[src/logic/plt_pkg.sv]
// Package for the per-axis pulse limit and trigger controller.
// Assumes a single 125 MHz clock domain and an AHB-Lite register slave.
package plt_pkg;
    // Clock rate in kHz and trigger latency bound in ns.
    localparam int CLK_KHZ = 125000;
    localparam int TRIG_LAT_NS = 15000;
    // Latency bound in cycles, rounded down because it is a longest time.
    localparam int TRIG_LAT_CYC = (TRIG_LAT_NS * (CLK_KHZ / 1000)) / 1000;
    // Parameter ranges.
    localparam logic [31:0] SPEED_MAX = 32'h003d_0900;
    localparam logic [31:0] TGT_MIN = 32'h0000_0001;
    localparam logic [31:0] ACC_MAX = 32'h0000_7fff;
    // Register byte offsets.
    localparam logic [7:0] OFS_CTRL = 8'h00;
    localparam logic [7:0] OFS_CODE = 8'h04;
    localparam logic [7:0] OFS_SSPD = 8'h08;
    localparam logic [7:0] OFS_TSPD = 8'h0c;
    localparam logic [7:0] OFS_ACC = 8'h10;
    localparam logic [7:0] OFS_POS = 8'h14;
    localparam logic [7:0] OFS_STAT = 8'h18;
    localparam logic [7:0] OFS_DIV = 8'h1c;
    // Control register bit positions.
    localparam int CB_START = 0;
    localparam int CB_SOFT_TRIG = 1;
    localparam int CB_MON_EN = 2;
    localparam int CB_ERR_CLR = 3;
    // Control code bit positions and home codes.
    localparam int CC_DIR_PLUS = 2;
    localparam int CC_HOME_LOGIC = 4;
    localparam int CC_SEARCH = 6;
    localparam int CC_LIMIT_INV = 7;
    localparam logic [31:0] HOME_MINUS = 32'h2000_0050;
    localparam logic [31:0] HOME_PLUS = 32'h2000_0054;
    localparam logic [31:0] HOME_MINUS_INV = 32'h2000_00d0;
    localparam logic [31:0] HOME_PLUS_INV = 32'h2000_00d4;
    // Default pulse divider 12500: two ticks of 12501 cycles per pulse, near 5 kpps at 125 MHz.
    localparam logic [31:0] DIV_RST = 32'h0000_30d4;
    // Error codes.
    localparam logic [1:0] ERR_NONE = 2'h0;
    localparam logic [1:0] ERR_LIMIT = 2'h1;
    localparam logic [1:0] ERR_VALUE = 2'h2;
    // Axis states.
    typedef enum logic [1:0] {ST_IDLE, ST_JOG, ST_COUNT} plt_state_e;
    // Motion parameters as one carrier.
    typedef struct packed {
        logic [31:0] code;
        logic [31:0] sspd;
        logic [31:0] tspd;
        logic [31:0] acc;
        logic [31:0] pos;
        logic [31:0] div;
    } plt_param_s;
    // Status carrier.
    typedef struct packed {
        logic busy;
        logic done;
        logic [1:0] err;
        logic timing_mon;
        logic home_cfg;
        logic home_plus;
        logic home_search;
    } plt_stat_s;
endpackage

[src/logic/plt_top.sv]
// Top of the pulse limit and trigger controller with its AHB-Lite slave.
// Assumes one 125 MHz clock; limit, trigger and home pins are asynchronous.
`timescale 1ns/100ps
// Operation
// [RULE_01] Refuse start when either limit active.
// [RULE_02] Stop on limit matching travel direction.
// [RULE_03] Selectable limit polarity, default unpowered active.
// [RULE_04] Out of range parameter flags value error.
// [RULE_05] Speed to 4000000 pps, time 32767 ms.
// [RULE_06] Software sets target above startup speed.
// [RULE_07] Active trigger at start counts immediately.
// [RULE_08] Trigger during acceleration counts at once.
// [RULE_09] Without trigger pulses continue indefinitely.
// [RULE_10] Counting begins within 15 us, constant; code counts from the next rising pulse edge.
// [RULE_11] Each axis trigger and counter independent.
// [RULE_12] Soft trigger flag toggle replaces pin.
// [RULE_13] Monitor enable reports timing input state.
// [RULE_14] Software avoids overwriting shared parameters.
// [RULE_15] Codes 0050/0054 select minus/plus home.
// [RULE_16] Codes 00D0/00D4 same, limit inverted.
// [RULE_17] Home from Z phase or switch.
// [RULE_18] Start ignored while busy.
// [RULE_19] Done held until next operation starts.
// [RULE_20] Errors latch readable, busy stays low.
module plt_top
    import plt_pkg::*;
(
    input wire logic hclk,
    input wire logic hresetn,
    input wire logic hsel,
    input wire logic [7:0] haddr,
    input wire logic [1:0] htrans,
    input wire logic hwrite,
    input wire logic [2:0] hsize,
    input wire logic hready,
    input wire logic [31:0] hwdata,
    output logic [31:0] hrdata,
    output logic hreadyout,
    output logic hresp,
    input wire logic timing_pin,
    input wire logic lim_plus_pin,
    input wire logic lim_minus_pin,
    input wire logic home_z_pin,
    input wire logic home_sw_pin,
    output logic pulse_out,
    output logic dir_out,
    output logic home_in
);
    // Two-flop synchronisers for the five asynchronous pins.
    logic [4:0] pin_s1_r;
    logic [4:0] pin_s2_r;
    // Registered address phase.
    logic wr_pend_r;
    logic [7:0] wr_addr_r;
    // Software-visible registers.
    plt_param_s prm_r;
    logic start_r;
    logic soft_trig_r;
    logic mon_en_r;
    logic start_pulse;
    logic err_clr_pulse;
    plt_stat_s stat;
    logic busy;
    logic done;
    logic [1:0] err;
    logic addr_ok;

    // Bus never waits and always answers OKAY.
    assign hreadyout = 1'b1;
    assign hresp = 1'b0;

    // Synchronise pins before any logic looks at them.
    always_ff @(posedge hclk or negedge hresetn) begin
        if (!hresetn) begin
            pin_s1_r <= '0;
            pin_s2_r <= '0;
        end else begin
            pin_s1_r <= {home_sw_pin, home_z_pin, lim_minus_pin, lim_plus_pin, timing_pin};
            pin_s2_r <= pin_s1_r;
        end
    end

    // Capture a write address phase for use in the data phase.
    always_ff @(posedge hclk or negedge hresetn) begin
        if (!hresetn) begin
            wr_pend_r <= 1'b0;
            wr_addr_r <= '0;
        end else if (hready) begin
            wr_pend_r <= hsel && htrans[1] && hwrite;
            wr_addr_r <= haddr;
        end
    end

    // Parameter registers; all modes share this one area.
    always_ff @(posedge hclk or negedge hresetn) begin
        if (!hresetn) begin
            prm_r <= '0;
            prm_r.div <= DIV_RST;
        end else if (wr_pend_r) begin
            case (wr_addr_r)
                OFS_CODE: prm_r.code <= hwdata;
                OFS_SSPD: prm_r.sspd <= hwdata;
                OFS_TSPD: prm_r.tspd <= hwdata;
                OFS_ACC: prm_r.acc <= hwdata;
                OFS_POS: prm_r.pos <= hwdata;
                OFS_DIV: prm_r.div <= hwdata;
                default: begin
                end
            endcase
        end
    end

    // Control flags are levels; start acts on its rising edge.
    always_ff @(posedge hclk or negedge hresetn) begin
        if (!hresetn) begin
            start_r <= 1'b0;
            soft_trig_r <= 1'b0;
            mon_en_r <= 1'b0;
        end else if (wr_pend_r && wr_addr_r == OFS_CTRL) begin
            start_r <= hwdata[CB_START];
            soft_trig_r <= hwdata[CB_SOFT_TRIG];
            mon_en_r <= hwdata[CB_MON_EN];
        end
    end

    // Start edge and error clear come straight from the write strobe.
    assign start_pulse = wr_pend_r && (wr_addr_r == OFS_CTRL) && hwdata[CB_START] && !start_r;
    assign err_clr_pulse = wr_pend_r && (wr_addr_r == OFS_CTRL) && hwdata[CB_ERR_CLR];

    // The axis engine; more axes would be further instances.
    plt_axis u_axis (
        .hclk(hclk),
        .hresetn(hresetn),
        .start(start_pulse),
        .ext_trig(pin_s2_r[0]),
        .soft_trig(soft_trig_r),
        .lim_plus(pin_s2_r[1]),
        .lim_minus(pin_s2_r[2]),
        .err_clr(err_clr_pulse),
        .prm(prm_r),
        .pulse_out(pulse_out),
        .dir_out(dir_out),
        .busy_r(busy),
        .done_r(done),
        .err_r(err)
    );

    // Home source: bit 4 selects the external switch, else the Z phase.
    always_ff @(posedge hclk or negedge hresetn) begin
        if (!hresetn) begin
            home_in <= 1'b0;
        end else begin
            home_in <= prm_r.code[CC_HOME_LOGIC] ? pin_s2_r[4] : pin_s2_r[3]; // see [RULE_17]
        end
    end

    // Status word, home code decode included.
    always_comb begin
        stat.busy = busy;
        stat.done = done;
        stat.err = err; // see [RULE_20]
        stat.timing_mon = mon_en_r && pin_s2_r[0]; // see [RULE_13]
        stat.home_cfg = (prm_r.code == HOME_MINUS) || (prm_r.code == HOME_PLUS) ||
                        (prm_r.code == HOME_MINUS_INV) || (prm_r.code == HOME_PLUS_INV); // see [RULE_15] [RULE_16]
        stat.home_plus = prm_r.code[CC_DIR_PLUS]; // see [RULE_15]
        stat.home_search = prm_r.code[CC_SEARCH];
    end

    assign addr_ok = hsel && htrans[1] && !hwrite && hready;

    // Read data registered at the address phase, valid in the data phase.
    always_ff @(posedge hclk or negedge hresetn) begin
        if (!hresetn) begin
            hrdata <= '0;
        end else if (addr_ok) begin
            case (haddr)
                OFS_CTRL: hrdata <= {29'h0, mon_en_r, soft_trig_r, start_r};
                OFS_CODE: hrdata <= prm_r.code;
                OFS_SSPD: hrdata <= prm_r.sspd;
                OFS_TSPD: hrdata <= prm_r.tspd;
                OFS_ACC: hrdata <= prm_r.acc;
                OFS_POS: hrdata <= prm_r.pos;
                OFS_STAT: hrdata <= {24'h0, stat};
                OFS_DIV: hrdata <= prm_r.div;
                default: hrdata <= '0;
            endcase
        end
    end
endmodule

[src/logic/plt_axis.sv]
// One axis of the pulse controller: limit checks, trigger and pulse counting.
// Assumes synchronised pin inputs and parameters held stable by software.
`timescale 1ns/100ps
module plt_axis
    import plt_pkg::*;
(
    input wire logic hclk,
    input wire logic hresetn,
    input wire logic start,
    input wire logic ext_trig,
    input wire logic soft_trig,
    input wire logic lim_plus,
    input wire logic lim_minus,
    input wire logic err_clr,
    input wire plt_param_s prm,
    output logic pulse_out,
    output logic dir_out,
    output logic busy_r,
    output logic done_r,
    output logic [1:0] err_r
);
    plt_state_e state_r;
    logic [31:0] div_cnt_r;
    logic [31:0] remain_r;
    logic soft_trig_d_r;
    logic lim_p_act;
    logic lim_m_act;
    logic trig;
    logic tick;
    logic bad_val;
    logic cnt_end; // Count used up and the last pulse has ended.

    // Limit polarity: default active when unpowered (low), inverted by code bit.
    assign lim_p_act = prm.code[CC_LIMIT_INV] ? lim_plus : !lim_plus; // see [RULE_03]
    assign lim_m_act = prm.code[CC_LIMIT_INV] ? lim_minus : !lim_minus; // see [RULE_03]
    // Soft trigger fires on its falling edge, so an on then off toggle counts.
    assign trig = ext_trig || (soft_trig_d_r && !soft_trig); // see [RULE_12]
    // Range check of start speed, target speed and acceleration; the position value is always in range.
    assign bad_val = (prm.sspd > SPEED_MAX) || (prm.tspd < TGT_MIN) ||
                     (prm.tspd > SPEED_MAX) || (prm.acc > ACC_MAX); // see [RULE_04] [RULE_05]
    // Half a pulse period elapses when the divider wraps.
    assign tick = (div_cnt_r == '0) && (state_r != ST_IDLE);
    // Counting ends only with the line low, so no half pulse is left behind.
    assign cnt_end = (state_r == ST_COUNT) && (remain_r == '0) && !pulse_out;

    // Remember the soft trigger level for edge detection.
    always_ff @(posedge hclk or negedge hresetn) begin
        if (!hresetn) begin
            soft_trig_d_r <= 1'b0;
        end else begin
            soft_trig_d_r <= soft_trig;
        end
    end

    // Pulse rate divider, restarted at every start.
    always_ff @(posedge hclk or negedge hresetn) begin
        if (!hresetn) begin
            div_cnt_r <= '0;
        end else if (state_r == ST_IDLE || div_cnt_r == '0) begin
            div_cnt_r <= prm.div;
        end else begin
            div_cnt_r <= div_cnt_r - 32'h0000_0001;
        end
    end

    // Pulse level toggles each tick; stays low when idle.
    always_ff @(posedge hclk or negedge hresetn) begin
        if (!hresetn) begin
            pulse_out <= 1'b0;
        end else if (state_r == ST_IDLE) begin
            pulse_out <= 1'b0;
        end else if (tick && !cnt_end) begin
            // A tick in the finishing cycle must not start an extra pulse.
            pulse_out <= !pulse_out;
        end
    end

    // Axis sequencer. Each axis owns its own trigger and counter.
    always_ff @(posedge hclk or negedge hresetn) begin // see [RULE_11]
        if (!hresetn) begin
            state_r <= ST_IDLE;
            busy_r <= 1'b0;
            done_r <= 1'b0;
            err_r <= ERR_NONE;
            remain_r <= '0;
            dir_out <= 1'b0;
        end else begin
            if (err_clr) begin
                err_r <= ERR_NONE;
            end
            case (state_r)
                ST_IDLE: begin
                    // Starts are taken only here, so busy blocks new starts.
                    if (start) begin // see [RULE_18]
                        done_r <= 1'b0; // see [RULE_19]
                        if (bad_val) begin
                            err_r <= ERR_VALUE; // see [RULE_04] [RULE_20]
                        end else if (lim_p_act || lim_m_act) begin
                            err_r <= ERR_LIMIT; // see [RULE_01] [RULE_20]
                        end else begin
                            busy_r <= 1'b1;
                            dir_out <= !prm.pos[31];
                            remain_r <= prm.pos[31] ? (~prm.pos + 32'h0000_0001) : prm.pos;
                            // An already active trigger goes straight to counting.
                            state_r <= trig ? ST_COUNT : ST_JOG; // see [RULE_07]
                        end
                    end
                end
                ST_JOG: begin
                    // Runs until triggered or stopped by a limit, even mid-acceleration.
                    if ((dir_out && lim_p_act) || (!dir_out && lim_m_act)) begin // see [RULE_02]
                        err_r <= ERR_LIMIT;
                        busy_r <= 1'b0;
                        state_r <= ST_IDLE;
                    end else if (trig) begin
                        state_r <= ST_COUNT; // see [RULE_08] [RULE_09] [RULE_10]
                    end
                end
                ST_COUNT: begin
                    // Counting begins at the next rising pulse edge, so the latency depends on the divider phase.
                    if ((dir_out && lim_p_act) || (!dir_out && lim_m_act)) begin // see [RULE_02]
                        err_r <= ERR_LIMIT;
                        busy_r <= 1'b0;
                        state_r <= ST_IDLE;
                    end else if (cnt_end) begin
                        busy_r <= 1'b0;
                        done_r <= 1'b1; // see [RULE_19]
                        state_r <= ST_IDLE;
                    end else if (tick && !pulse_out && remain_r != '0) begin
                        // Each rising edge after the trigger is one full pulse counted.
                        remain_r <= remain_r - 32'h0000_0001; // see [RULE_10]
                    end
                end
                default: begin
                    state_r <= ST_IDLE;
                end
            endcase
        end
    end
endmodule

[config.mk]
export PLATFORM = sky130hd
export DESIGN_NAME = plt_top
export DESIGN_NICKNAME = d
export VERILOG_FILES = /design/src/logic/plt_pkg.sv /design/src/logic/plt_top.sv /design/src/logic/plt_axis.sv
export SDC_FILE = /design/constraint.sdc
export NUM_CORES = 1
export LEC_CHECK = 0
export ABC_CLOCK_PERIOD_IN_PS = 6500
export BUFFER_PORTS_ARGS = -buffer_cell sky130_fd_sc_hd__buf_4
export CAP_MARGIN = 30
export CORE_ASPECT_RATIO = 0.5
export CORE_MARGIN = 4
export CORE_UTILIZATION = 30
export DETAILED_ROUTE_END_ITERATION = 8
export PLACE_DENSITY = 0.56
export SLEW_MARGIN = 20
export SYNTH_ARGS = -nofsm -noshare
export SYNTH_HDL_FRONTEND = slang
export SYNTH_SLANG_ARGS = --single-unit
[constraint.sdc]
create_clock -name hclk -period 6.5 [get_ports hclk]
set_input_delay 0.975 -clock hclk [delete_from_list [all_inputs] [get_ports hclk]]
set_output_delay 0.975 -clock hclk [all_outputs]
set_load 0.02 [all_outputs]
==> impl_results.html, run 1 <==
<table>
<tr><th>Metric</th><th>Value</th></tr>
<tr><th colspan="2">Run status</th></tr>
<tr><td>Status</td><td>complete, no violations</td></tr>
<tr><th colspan="2">Placement</th></tr>
<tr><td>HPWL after DPL</td><td>29600 µm</td></tr>
<tr><td>Placed cell count</td><td>2098</td></tr>
<tr><td>Count of input and output buffers</td><td>85</td></tr>
<tr><td>RD Place Congestion</td><td>0.805</td></tr>
<tr><th colspan="2">Power</th></tr>
<tr><td>Worst ir drop on vdd</td><td>0.117 mV</td></tr>
<tr><td>Leakage power summed over all cells</td><td>7.90 nW</td></tr>
<tr><td>Final Total Pwr</td><td>4.49 mW</td></tr>
<tr><td>Power density relative to cell area</td><td>250 nW/µm²</td></tr>
<tr><th colspan="2">Clock network</th></tr>
<tr><td>TritonCTS Buffers</td><td>34</td></tr>
<tr><td>Clock transition at the registers of the reported paths</td><td>0.07 ns</td></tr>
<tr><td>Buffers inserted by post-CTS timing repair</td><td>0</td></tr>
<tr><td>Count of instances resized after the clock tree is built</td><td>0</td></tr>
<tr><td>Count of hold buffers inserted by post-cts repair</td><td>0</td></tr>
<tr><td>Master cell of the clock root buffer</td><td>sky130_fd_sc_hd__clkbuf_16</td></tr>
<tr><td>Max Buffers Root-to-Sink</td><td>3</td></tr>
<tr><td>Clk_lat worst skew</td><td>0.55 ns</td></tr>
<tr><td>CTS tree</td><td>done</td></tr>
<tr><td>Clock Sinks</td><td>320</td></tr>
<tr><td>CTS H-tree depth</td><td>2</td></tr>
<tr><th colspan="2">Routing</th></tr>
<tr><td>Average wire length per cell after detail routing</td><td>20.4 µm</td></tr>
<tr><td>1st-iter DRT viols</td><td>1155</td></tr>
<tr><td>Vias after detailed routing</td><td>11600</td></tr>
<tr><td>Pre-antenna DRT Iters</td><td>5</td></tr>
<tr><td>DRC errors left</td><td>0</td></tr>
<tr><td>Final Routed Wirelength</td><td>44100 µm</td></tr>
<tr><td>Number of nets with antenna violations after routing</td><td>0</td></tr>
<tr><td>Detailed-route vias per instance</td><td>5.37</td></tr>
<tr><th colspan="2">Setup path</th></tr>
<tr><td>Reg-to-Reg End</td><td>u_axis.remain_r[21]</td></tr>
<tr><td>Source of the worst register-to-register timing path</td><td>u_axis.div_cnt_r[0]</td></tr>
<tr><td>Largest stage delay on the critical path</td><td>0.69 ns</td></tr>
<tr><td>Count of buffer and inverter cells on the critical path</td><td>2</td></tr>
<tr><td>Startpoint types</td><td>flop</td></tr>
<tr><td>CP top delay family</td><td>simple AND/OR/NAND/NOR gates</td></tr>
<tr><td>Maximum fanout count along the critical path</td><td>63</td></tr>
<tr><td>Worst-case reg-to-reg path depth</td><td>10</td></tr>
<tr><td>Reg-to-reg slack, setup</td><td>2.44 ns</td></tr>
<tr><td>Crit end category</td><td>flop</td></tr>
<tr><td>Cell-by-cell trace of the critical path</td><td>inv_1 -&gt; ha_1 -&gt; or4b_2 -&gt; nor4_2 -&gt; and3_1 -&gt; a31oi_1 -&gt; a211oi_4 -&gt; buf_4 -&gt; o21ai_0 -&gt; a22o_1</td></tr>
<tr><td>Type of the setup path with the least slack</td><td>flop to flop</td></tr>
<tr><td>Data required time at the worst endpoint</td><td>6.94 ns</td></tr>
<tr><td>Crit path DAT</td><td>4.50 ns</td></tr>
<tr><td>Slowest stage cell, crit path</td><td>sky130_fd_sc_hd__or4b_2</td></tr>
<tr><th colspan="2">Synth</th></tr>
<tr><td>Top cells by count, synth</td><td>sky130_fd_sc_hd__dfrtp_1 (314), sky130_fd_sc_hd__mux2_2 (203), sky130_fd_sc_hd__nand2_1 (119)</td></tr>
<tr><td>Synthesis-stage register bit count</td><td>320</td></tr>
<tr><td>Distinct cell type count of the synthesized netlist</td><td>62</td></tr>
<tr><td>Count of flip-flops with a built-in enable after synthesis</td><td>0</td></tr>
<tr><td>Most frequent cell after synthesis</td><td>sky130_fd_sc_hd__dfrtp_1</td></tr>
<tr><td>Syn Area/Cell</td><td>11.1 µm²</td></tr>
<tr><td>Commonest register cell after synthesis</td><td>sky130_fd_sc_hd__dfrtp_1</td></tr>
<tr><td>Async S/R FF share, synth</td><td>100%</td></tr>
<tr><td>Main area contributors after synthesis</td><td>sky130_fd_sc_hd__dfrtp_1 (51%), sky130_fd_sc_hd__mux2_2 (15%), sky130_fd_sc_hd__a22oi_1 (2.9%)</td></tr>
<tr><td>Portion of the post-synthesis area used by sequential elements</td><td>52.3%</td></tr>
<tr><td>Cell accounting for the most synthesized area</td><td>sky130_fd_sc_hd__dfrtp_1</td></tr>
<tr><td>Area fraction of the dominant cell type after synthesis</td><td>51.2%</td></tr>
<tr><td>Synthesized netlist net count</td><td>1442</td></tr>
<tr><td>Synthesized instance count</td><td>1379</td></tr>
<tr><td>Post-synth design cell area</td><td>15300 µm²</td></tr>
<tr><td>Synth warnings</td><td>0</td></tr>
<tr><th colspan="2">Floorplanning</th></tr>
<tr><td>Overall die area</td><td>55000 µm²</td></tr>
<tr><td>Starting utilization of the core area</td><td>30.5%</td></tr>
<tr><td>Io pins</td><td>92</td></tr>
<tr><td>Vertical die dimension</td><td>168 µm</td></tr>
<tr><td>Width of the chip</td><td>328 µm</td></tr>
<tr><td>Floorplan Core Area</td><td>50400 µm²</td></tr>
<tr><td>Rows</td><td>58</td></tr>
<tr><th colspan="2">Timing</th></tr>
<tr><td>Number of hold violations in the final report</td><td>0</td></tr>
<tr><td>Post-layout minimum cycle time</td><td>4.06 ns</td></tr>
<tr><td>Worst clock skew</td><td>0.0226 ns</td></tr>
<tr><td>Number of setup violations in the final report</td><td>0</td></tr>
<tr><td>Worst-case hold slack</td><td>0.339 ns</td></tr>
<tr><td>Slew at the pin closest to its max-slew limit</td><td>0.932 ns</td></tr>
<tr><td>Unrepaired setup endpoints after global routing</td><td>no</td></tr>
<tr><td>Final Max Tran Viols</td><td>0</td></tr>
<tr><td>Total Negative Setup Slacks</td><td>0 ns</td></tr>
<tr><td>Share of the clock period used by the worst path after layout</td><td>62.4%</td></tr>
<tr><td>Rel. slew slack</td><td>37.8%</td></tr>
<tr><td>Upper clock frequency limit</td><td>246 MHz</td></tr>
<tr><th colspan="2">Job</th></tr>
<tr><td>Number of max-cap violations</td><td>0</td></tr>
<tr><th colspan="2">Global route</th></tr>
<tr><td>Vias in the first global route</td><td>11400</td></tr>
<tr><td>Congestion Overflow GR</td><td>0</td></tr>
<tr><td>Antenna violations before repair</td><td>0</td></tr>
<tr><td>Maximum number of pins on one net before global-route repair</td><td>134</td></tr>
<tr><td>GRT Overall Usage</td><td>15.9%</td></tr>
<tr><td>Global-route wire length before repair</td><td>69300 µm</td></tr>
<tr><th colspan="2">Final layout</th></tr>
<tr><td>Final core utilization</td><td>35.6%</td></tr>
<tr><td>Number of nets in the final layout</td><td>1509</td></tr>
<tr><td>Synthesis-to-layout area growth</td><td>17.0%</td></tr>
<tr><td>Number of diodes</td><td>0</td></tr>
<tr><td>Fraction of layout instances using a drive strength above 1</td><td>26.9%</td></tr>
<tr><td>Non-filler cells, final</td><td>2161</td></tr>
<tr><th colspan="2">Hold path</th></tr>
<tr><td>Cells on Worst Hold Path</td><td>0</td></tr>
<tr><td>Worst Hold Path EP</td><td>pin_s2_r[4]</td></tr>
<tr><td>Hold path startpoint</td><td>pin_s1_r[4]</td></tr>
<tr><td>HP Class</td><td>flop to flop</td></tr>
</table>
==> per-stage QoR <==
step / worst slack [ns] / area, µm²
after floorplan: 3.44 / 15300
after global placement: 2.52 / 16700
after detailed placement: 2.46 / 16800
after CTS: 2.46 / 17900
after global routing: 2.19 / 17900
final: 2.44 / 17900
==> cells in the final DEF, fill, tap and decap left out, types with 6 or more instances in the layout <==
cell,synthesis,routed
sky130_fd_sc_hd__a21o_1,11,11
sky130_fd_sc_hd__a21oi_1,76,75
sky130_fd_sc_hd__a221oi_1,25,25
sky130_fd_sc_hd__a222oi_1,6,6
sky130_fd_sc_hd__a22o_1,14,14
sky130_fd_sc_hd__a22oi_1,60,60
sky130_fd_sc_hd__a31oi_1,11,11
sky130_fd_sc_hd__buf_4,6,102
sky130_fd_sc_hd__clkbuf_1,64,10
sky130_fd_sc_hd__clkbuf_16,0,34
sky130_fd_sc_hd__clkbuf_8,0,9
sky130_fd_sc_hd__dfrtp_1,314,314
sky130_fd_sc_hd__dfstp_2,6,6
sky130_fd_sc_hd__ha_1,8,7
sky130_fd_sc_hd__inv_1,18,18
sky130_fd_sc_hd__mux2_2,203,203
sky130_fd_sc_hd__nand2_1,119,119
sky130_fd_sc_hd__nand2b_1,11,11
sky130_fd_sc_hd__nand3_1,19,19
sky130_fd_sc_hd__nand3b_1,7,7
sky130_fd_sc_hd__nand4_1,15,15
sky130_fd_sc_hd__nor2_1,71,67
sky130_fd_sc_hd__nor3_1,29,25
sky130_fd_sc_hd__nor4_1,35,35
sky130_fd_sc_hd__o21ai_0,59,59
sky130_fd_sc_hd__o22ai_1,11,11
sky130_fd_sc_hd__o31ai_1,10,10
sky130_fd_sc_hd__o32ai_1,6,6
sky130_fd_sc_hd__o41ai_1,8,8
sky130_fd_sc_hd__or2_2,7,7
sky130_fd_sc_hd__or3_1,11,11
sky130_fd_sc_hd__or4_1,19,19
sky130_fd_sc_hd__xnor2_1,35,35
sky130_fd_sc_hd__xor2_1,21,21
==> routing by layer <==
layer	up-vias	global-route usage [%]	routed length, µm
met5	-	0	0
met4	0	3.38	708
met3	53	2.51	2010
met2	238	24.9	20100
met1	5996	23.4	21400
li1	5316	-	-
==> state kept, by name, summed over array words and instances, names as in the netlist, 2 cells and up <==
register / count
u_axis.err_r: 2
pin_s2_r: 5
wr_addr_r: 8
u_axis.div_cnt_r: 32
prm_r: 192
u_axis.remain_r: 32
hrdata: 32
pin_s1_r: 5
u_axis.state_r: 2
==> final cells by class <==
cell class                 instances  area, µm²
sequential                       320       8020
fill                            5031      32400
clock buffer                      53       1010
tap                              690        863
multi-input combinational        963       7000
timing repair buffer             108        875
inverter                          19       71.3
clock inverter                     8        111
==> report_power, final <==
group	switching, mW	internal (mW)	total [mW]
logic	0.224	0.165	0.389
registers	0.0714	2.06	2.13
clock network	0.841	1.13	1.97
==> worst max path at each step <==
stage	from	endpoint	slack [ns]	cells after the start
floorplan	u_axis.div_cnt_r[0]	u_axis.remain_r[28]	3.44	11
global placement	u_axis.div_cnt_r[0]	u_axis.remain_r[20]	2.52	10
detailed placement	u_axis.div_cnt_r[0]	u_axis.remain_r[21]	2.46	10
CTS	u_axis.div_cnt_r[0]	u_axis.remain_r[21]	2.46	10
global route	u_axis.div_cnt_r[0]	u_axis.remain_r[21]	2.19	10
finish	u_axis.div_cnt_r[0]	u_axis.remain_r[21]	2.44	10
==> worst register-to-register path, cell delays in order, from the launching register on <==
cell and delay, ns:
sky130_fd_sc_hd__dfrtp_1 0.39, sky130_fd_sc_hd__inv_1 0.08, sky130_fd_sc_hd__ha_1 0.20, sky130_fd_sc_hd__or4b_2 0.69
sky130_fd_sc_hd__nor4_2 0.65, sky130_fd_sc_hd__and3_1 0.59, sky130_fd_sc_hd__a31oi_1 0.21, sky130_fd_sc_hd__a211oi_4 0.18
sky130_fd_sc_hd__buf_4 0.54, sky130_fd_sc_hd__o21ai_0 0.22, sky130_fd_sc_hd__a22o_1 0.22
==> cells by family after synthesis <==
kind of cell / count (synthesis) / share of synthesized area (%)
multiplexers: 206 / 15.1
AO/OA/AOI/OAI: 322 / 14.1
flip-flops: 320 / 52.3
other: 2 / 0.0490
adder cells (fa/ha/maj): 8 / 0.653
AND/OR/NAND/NOR: 369 / 12.1
buffers and inverters: 96 / 2.51
XOR/XNOR: 56 / 3.20
Power figures use the tool's default switching activity.
==> run 2: changes to the inputs <==
Settings changed: ABC_CLOCK_PERIOD_IN_PS 6500 to 4100.
Clock period 6.5 ns to 4.1 ns, I/O delays scaled along.
==> run 2 against run 1 <==
  * Fmax up 20%
  * Final cell count grew 0.60%
  * First-iteration DRC count fell by 5.7%
  * Utilization is 0.26 points higher
  * Via count shrank 0.41%
  * Hold slack worse by 0.27 ns
  * Combinational power increased by 61%
  * Power is 62% higher
  * Critical path depth shrank 2
  * Cell area rose by 0.73%
  * Setup slack got worse by 1.7 ns
  * Non-clock buffer count rose by 10
  * Largest power group unchanged
==> impl_results.html, run 2 (synthesis results as in run 1) <==
<table>
<tr><th>Metric</th><th>Value</th></tr>
<tr><th colspan="2">Floorplanning</th></tr>
<tr><td>Width of the chip</td><td>328 µm (unchanged)</td></tr>
<tr><td>Vertical die dimension</td><td>168 µm (unchanged)</td></tr>
<tr><td>Overall die area</td><td>55000 µm² (unchanged)</td></tr>
<tr><td>Floorplan Core Area</td><td>50400 µm² (unchanged)</td></tr>
<tr><td>Rows</td><td>58 (unchanged)</td></tr>
<tr><td>Starting utilization of the core area</td><td>30.5% (unchanged)</td></tr>
<tr><td>Io pins</td><td>92 (unchanged)</td></tr>
<tr><th colspan="2">Timing</th></tr>
<tr><td>Slew at the pin closest to its max-slew limit</td><td>0.759 ns (was 0.932 ns)</td></tr>
<tr><td>Worst clock skew</td><td>0.0246 ns (was 0.0226 ns)</td></tr>
<tr><td>Unrepaired setup endpoints after global routing</td><td>no (unchanged)</td></tr>
<tr><td>Minimum setup slack in the final design</td><td>0.709 ns (was 2.44 ns)</td></tr>
<tr><td>Number of setup violations in the final report</td><td>0 (unchanged)</td></tr>
<tr><td>Number of hold violations in the final report</td><td>0 (unchanged)</td></tr>
<tr><td>Post-layout minimum cycle time</td><td>3.39 ns (was 4.06 ns)</td></tr>
<tr><td>Share of the clock period used by the worst path after layout</td><td>82.7% (was 62.4%)</td></tr>
<tr><td>Rel. slew slack</td><td>49.3% (was 37.8%)</td></tr>
<tr><td>Final Max Tran Viols</td><td>0 (unchanged)</td></tr>
<tr><td>Upper clock frequency limit</td><td>295 MHz (was 246 MHz)</td></tr>
<tr><td>Total Negative Setup Slacks</td><td>0 ns (unchanged)</td></tr>
<tr><th colspan="2">Routing</th></tr>
<tr><td>Average wire length per cell after detail routing</td><td>20.5 µm (was 20.4 µm)</td></tr>
<tr><td>Vias after detailed routing</td><td>11600 (about the same)</td></tr>
<tr><td>Final Routed Wirelength</td><td>44500 µm (was 44100 µm)</td></tr>
<tr><td>1st-iter DRT viols</td><td>1089 (was 1155)</td></tr>
<tr><td>Pre-antenna DRT Iters</td><td>5 (unchanged)</td></tr>
<tr><td>Number of nets with antenna violations after routing</td><td>0 (unchanged)</td></tr>
<tr><td>Detailed-route vias per instance</td><td>5.32 (was 5.37)</td></tr>
<tr><td>DRC errors left</td><td>0 (unchanged)</td></tr>
<tr><th colspan="2">Power</th></tr>
<tr><td>Share of power burned in combinational logic</td><td>8.6% (was 8.7%)</td></tr>
<tr><td>Switching pwr</td><td>1.79 mW (was 1.14 mW)</td></tr>
<tr><td>Leakage power summed over all cells</td><td>7.99 nW (was 7.90 nW)</td></tr>
<tr><td>Switching share of power</td><td>24.6% (was 25.3%)</td></tr>
<tr><td>Internal power</td><td>5.48 mW (was 3.35 mW)</td></tr>
<tr><td>Power density relative to cell area</td><td>402 nW/µm² (was 250 nW/µm²)</td></tr>
<tr><td>Fraction of power consumed by sequential logic</td><td>46.5% (was 47.5%)</td></tr>
<tr><td>Worst ir drop on vdd</td><td>0.201 mV (was 0.117 mV)</td></tr>
<tr><td>Fraction of power consumed by the clock network</td><td>44.9% (was 43.8%)</td></tr>
<tr><th colspan="2">Clock network</th></tr>
<tr><td>Buffers inserted by post-CTS timing repair</td><td>0 (unchanged)</td></tr>
<tr><td>CTS H-tree depth</td><td>2 (unchanged)</td></tr>
<tr><td>CTS tree</td><td>done (unchanged)</td></tr>
<tr><td>Clk_lat worst skew</td><td>0.54 ns (was 0.55 ns)</td></tr>
<tr><td>Count of hold buffers inserted by post-cts repair</td><td>0 (unchanged)</td></tr>
<tr><td>Clock Sinks</td><td>320 (unchanged)</td></tr>
<tr><td>Clock transition at the registers of the reported paths</td><td>0.06 ns (was 0.07 ns)</td></tr>
<tr><td>Count of instances resized after the clock tree is built</td><td>0 (unchanged)</td></tr>
<tr><td>Master cell of the clock root buffer</td><td>sky130_fd_sc_hd__clkbuf_16 (unchanged)</td></tr>
<tr><td>TritonCTS Buffers</td><td>35 (was 34)</td></tr>
<tr><td>Max Buffers Root-to-Sink</td><td>3 (unchanged)</td></tr>
<tr><th colspan="2">Job</th></tr>
<tr><td>Number of max-cap violations</td><td>0 (unchanged)</td></tr>
<tr><th colspan="2">Setup path</th></tr>
<tr><td>Source of the worst register-to-register timing path</td><td>prm_r[103] (was u_axis.div_cnt_r[0])</td></tr>
<tr><td>Maximum fanout count along the critical path</td><td>63 (unchanged)</td></tr>
<tr><td>Type of the setup path with the least slack</td><td>flop to flop (unchanged)</td></tr>
<tr><td>Startpoint types</td><td>flop (unchanged)</td></tr>
<tr><td>Reg-to-Reg End</td><td>u_axis.remain_r[20] (was u_axis.remain_r[21])</td></tr>
<tr><td>Slowest stage cell, crit path</td><td>sky130_fd_sc_hd__or4_1 (was sky130_fd_sc_hd__or4b_2)</td></tr>
<tr><td>Worst-case reg-to-reg path depth</td><td>8 (was 10)</td></tr>
<tr><td>Crit path DAT</td><td>3.80 ns (was 4.50 ns)</td></tr>
<tr><td>Crit end category</td><td>flop (unchanged)</td></tr>
<tr><td>Reg-to-reg slack, setup</td><td>0.71 ns (was 2.44 ns)</td></tr>
<tr><td>Largest stage delay on the critical path</td><td>0.61 ns (was 0.69 ns)</td></tr>
<tr><td>Data required time at the worst endpoint</td><td>4.51 ns (was 6.94 ns)</td></tr>
<tr><td>Cell-by-cell trace of the critical path</td><td>or4_1 -&gt; or4_4 -&gt; a2111oi_2 -&gt; nand4_1 -&gt; a211oi_4 -&gt; buf_12 -&gt; o21ai_1 -&gt; a22o_1 (was inv_1 -&gt; ha_1 -&gt; or4b_2 -&gt; nor4_2 -&gt; and3_1 -&gt; a31oi_1 -&gt; a211oi_4 -&gt; buf_4 -&gt; o21ai_0 -&gt; a22o_1)</td></tr>
<tr><th colspan="2">Final layout</th></tr>
<tr><td>Register name with the most flops</td><td>prm_r (unchanged)</td></tr>
<tr><td>Fill cell instance count of the final layout</td><td>5025 (was 5031)</td></tr>
<tr><td>Fraction of layout instances using a drive strength above 1</td><td>27.7% (was 26.9%)</td></tr>
<tr><td>Number of nets in the final layout</td><td>1520 (was 1509)</td></tr>
<tr><td>Final core utilization</td><td>35.9% (was 35.6%)</td></tr>
<tr><td>Flip-flop count of the largest register, all copies and words added</td><td>192 (unchanged)</td></tr>
<tr><td>Synthesis-to-layout area growth</td><td>17.8% (was 17.0%)</td></tr>
<tr><td>Area of the multi-input gates</td><td>7000 µm² (unchanged)</td></tr>
<tr><td>Design area</td><td>18100 µm² (was 17900 µm²)</td></tr>
<tr><td>Most frequent standard cell in the layout excluding fill and tap cells</td><td>sky130_fd_sc_hd__dfrtp_1 (unchanged)</td></tr>
<tr><td>Most used cells in the layout excluding fill and tap cells</td><td>sky130_fd_sc_hd__dfrtp_1 (314), sky130_fd_sc_hd__mux2_2 (203), sky130_fd_sc_hd__nand2_1 (119), sky130_fd_sc_hd__buf_4 (113), sky130_fd_sc_hd__a21oi_1 (75) (was sky130_fd_sc_hd__dfrtp_1 (314), sky130_fd_sc_hd__mux2_2 (203), sky130_fd_sc_hd__nand2_1 (119), sky130_fd_sc_hd__buf_4 (102), sky130_fd_sc_hd__a21oi_1 (75))</td></tr>
<tr><td>Area occupied by registers</td><td>8020 µm² (unchanged)</td></tr>
<tr><th colspan="2">Placement</th></tr>
<tr><td>RD Place Congestion</td><td>0.803 (was 0.805)</td></tr>
<tr><td>Count of input and output buffers</td><td>85 (unchanged)</td></tr>
<tr><td>HPWL after DPL</td><td>30700 µm (was 29600 µm)</td></tr>
<tr><td>Post-place instance area</td><td>16900 µm² (was 16800 µm²)</td></tr>
<tr><td>Pre-CTS setup slack</td><td>0.732 ns (was 2.46 ns)</td></tr>
<tr><th colspan="2">Global route</th></tr>
<tr><td>Congestion Overflow GR</td><td>0 (unchanged)</td></tr>
<tr><td>Vias in the first global route</td><td>11500 (was 11400)</td></tr>
<tr><td>Global-route wire length before repair</td><td>70600 µm (was 69300 µm)</td></tr>
<tr><td>GRT Overall Usage</td><td>16.2% (was 15.9%)</td></tr>
<tr><td>Maximum number of pins on one net before global-route repair</td><td>88 (was 134)</td></tr>
<tr><td>Antenna violations before repair</td><td>0 (unchanged)</td></tr>
<tr><th colspan="2">Hold path</th></tr>
<tr><td>HP Class</td><td>primary input to async pin (was flop to flop)</td></tr>
<tr><th colspan="2">Run status</th></tr>
<tr><td>Status</td><td>complete, no violations (unchanged)</td></tr>
</table>
run 2: cell count changes in the layout (fill, tap and decap cells not counted), moves of 2 or more:
cell,before,now
sky130_fd_sc_hd__clkbuf_1,10,7
sky130_fd_sc_hd__clkbuf_8,9,7
sky130_fd_sc_hd__buf_4,102,113
sky130_fd_sc_hd__clkinv_2,3,6
sky130_fd_sc_hd__clkbuf_16,34,36
sky130_fd_sc_hd__bufinv_16,1,3
sky130_fd_sc_hd__clkinv_8,0,2
run 2: worst max path at each step:
| stage | startpoint | end |
|---|---|---|
| after detailed placement | prm_r[103] | u_axis.remain_r[20] |
| after global routing | u_axis.div_cnt_r[0] | u_axis.remain_r[20] |
| after floorplan | u_axis.div_cnt_r[0] | u_axis.remain_r[28] |
| final | prm_r[103] | u_axis.remain_r[20] |
| after global placement | prm_r[103] | u_axis.remain_r[20] |
| after CTS | prm_r[103] | u_axis.remain_r[20] |
run 2: per-layer routing:
| layer | wire length, µm | track usage, % |
|---|---|---|
| met5 | 0 | 0 |
| met2 | 19900 | 25.3 |
| met1 | 21200 | 23.7 |
| met4 | 701 | 3.38 |
| met3 | 2750 | 2.85 |
run 2: critical path: cells and delay by family, from the launching register on:
kind,cells,cell delay [ns]
simple gates,3,1.46
compound gates,4,1.08
flops,1,0.40
buf+inv,1,0.27
run 2: cell type report:
type / instances / share of cell area, %
Sequential cell: 320 / 44.3
Multi-Input combinational cell: 963 / 38.7
Clock buffer: 50 / 5.66
Timing Repair Buffer: 118 / 5.16
Tap cell: 690 / 4.78
Clock inverter: 13 / 0.935
Inverter: 19 / 0.395
Antenna cell: 1 / 0.0138
run 2: per-stage QoR:
stage,power (mW),std cells,hold slack [ns]
after floorplan,3.77,1379,0.319
after global placement,4.06,2108,0.332
after detailed placement,4.07,2109,0.337
after CTS,7.35,2172,0.0892
after global routing,7.58,2173,0.110
final,7.27,2174,0.0681
run 2: power groups by stage:
stage | registers, mW | logic [mW] | clock network [mW]
after global placement | 3.43 | 0.625 | 0
after CTS | 3.38 | 0.635 | 3.34
after floorplan | 3.39 | 0.386 | 0
final | 3.38 | 0.628 | 3.26
after detailed placement | 3.44 | 0.630 | 0
after global routing | 3.39 | 0.704 | 3.48
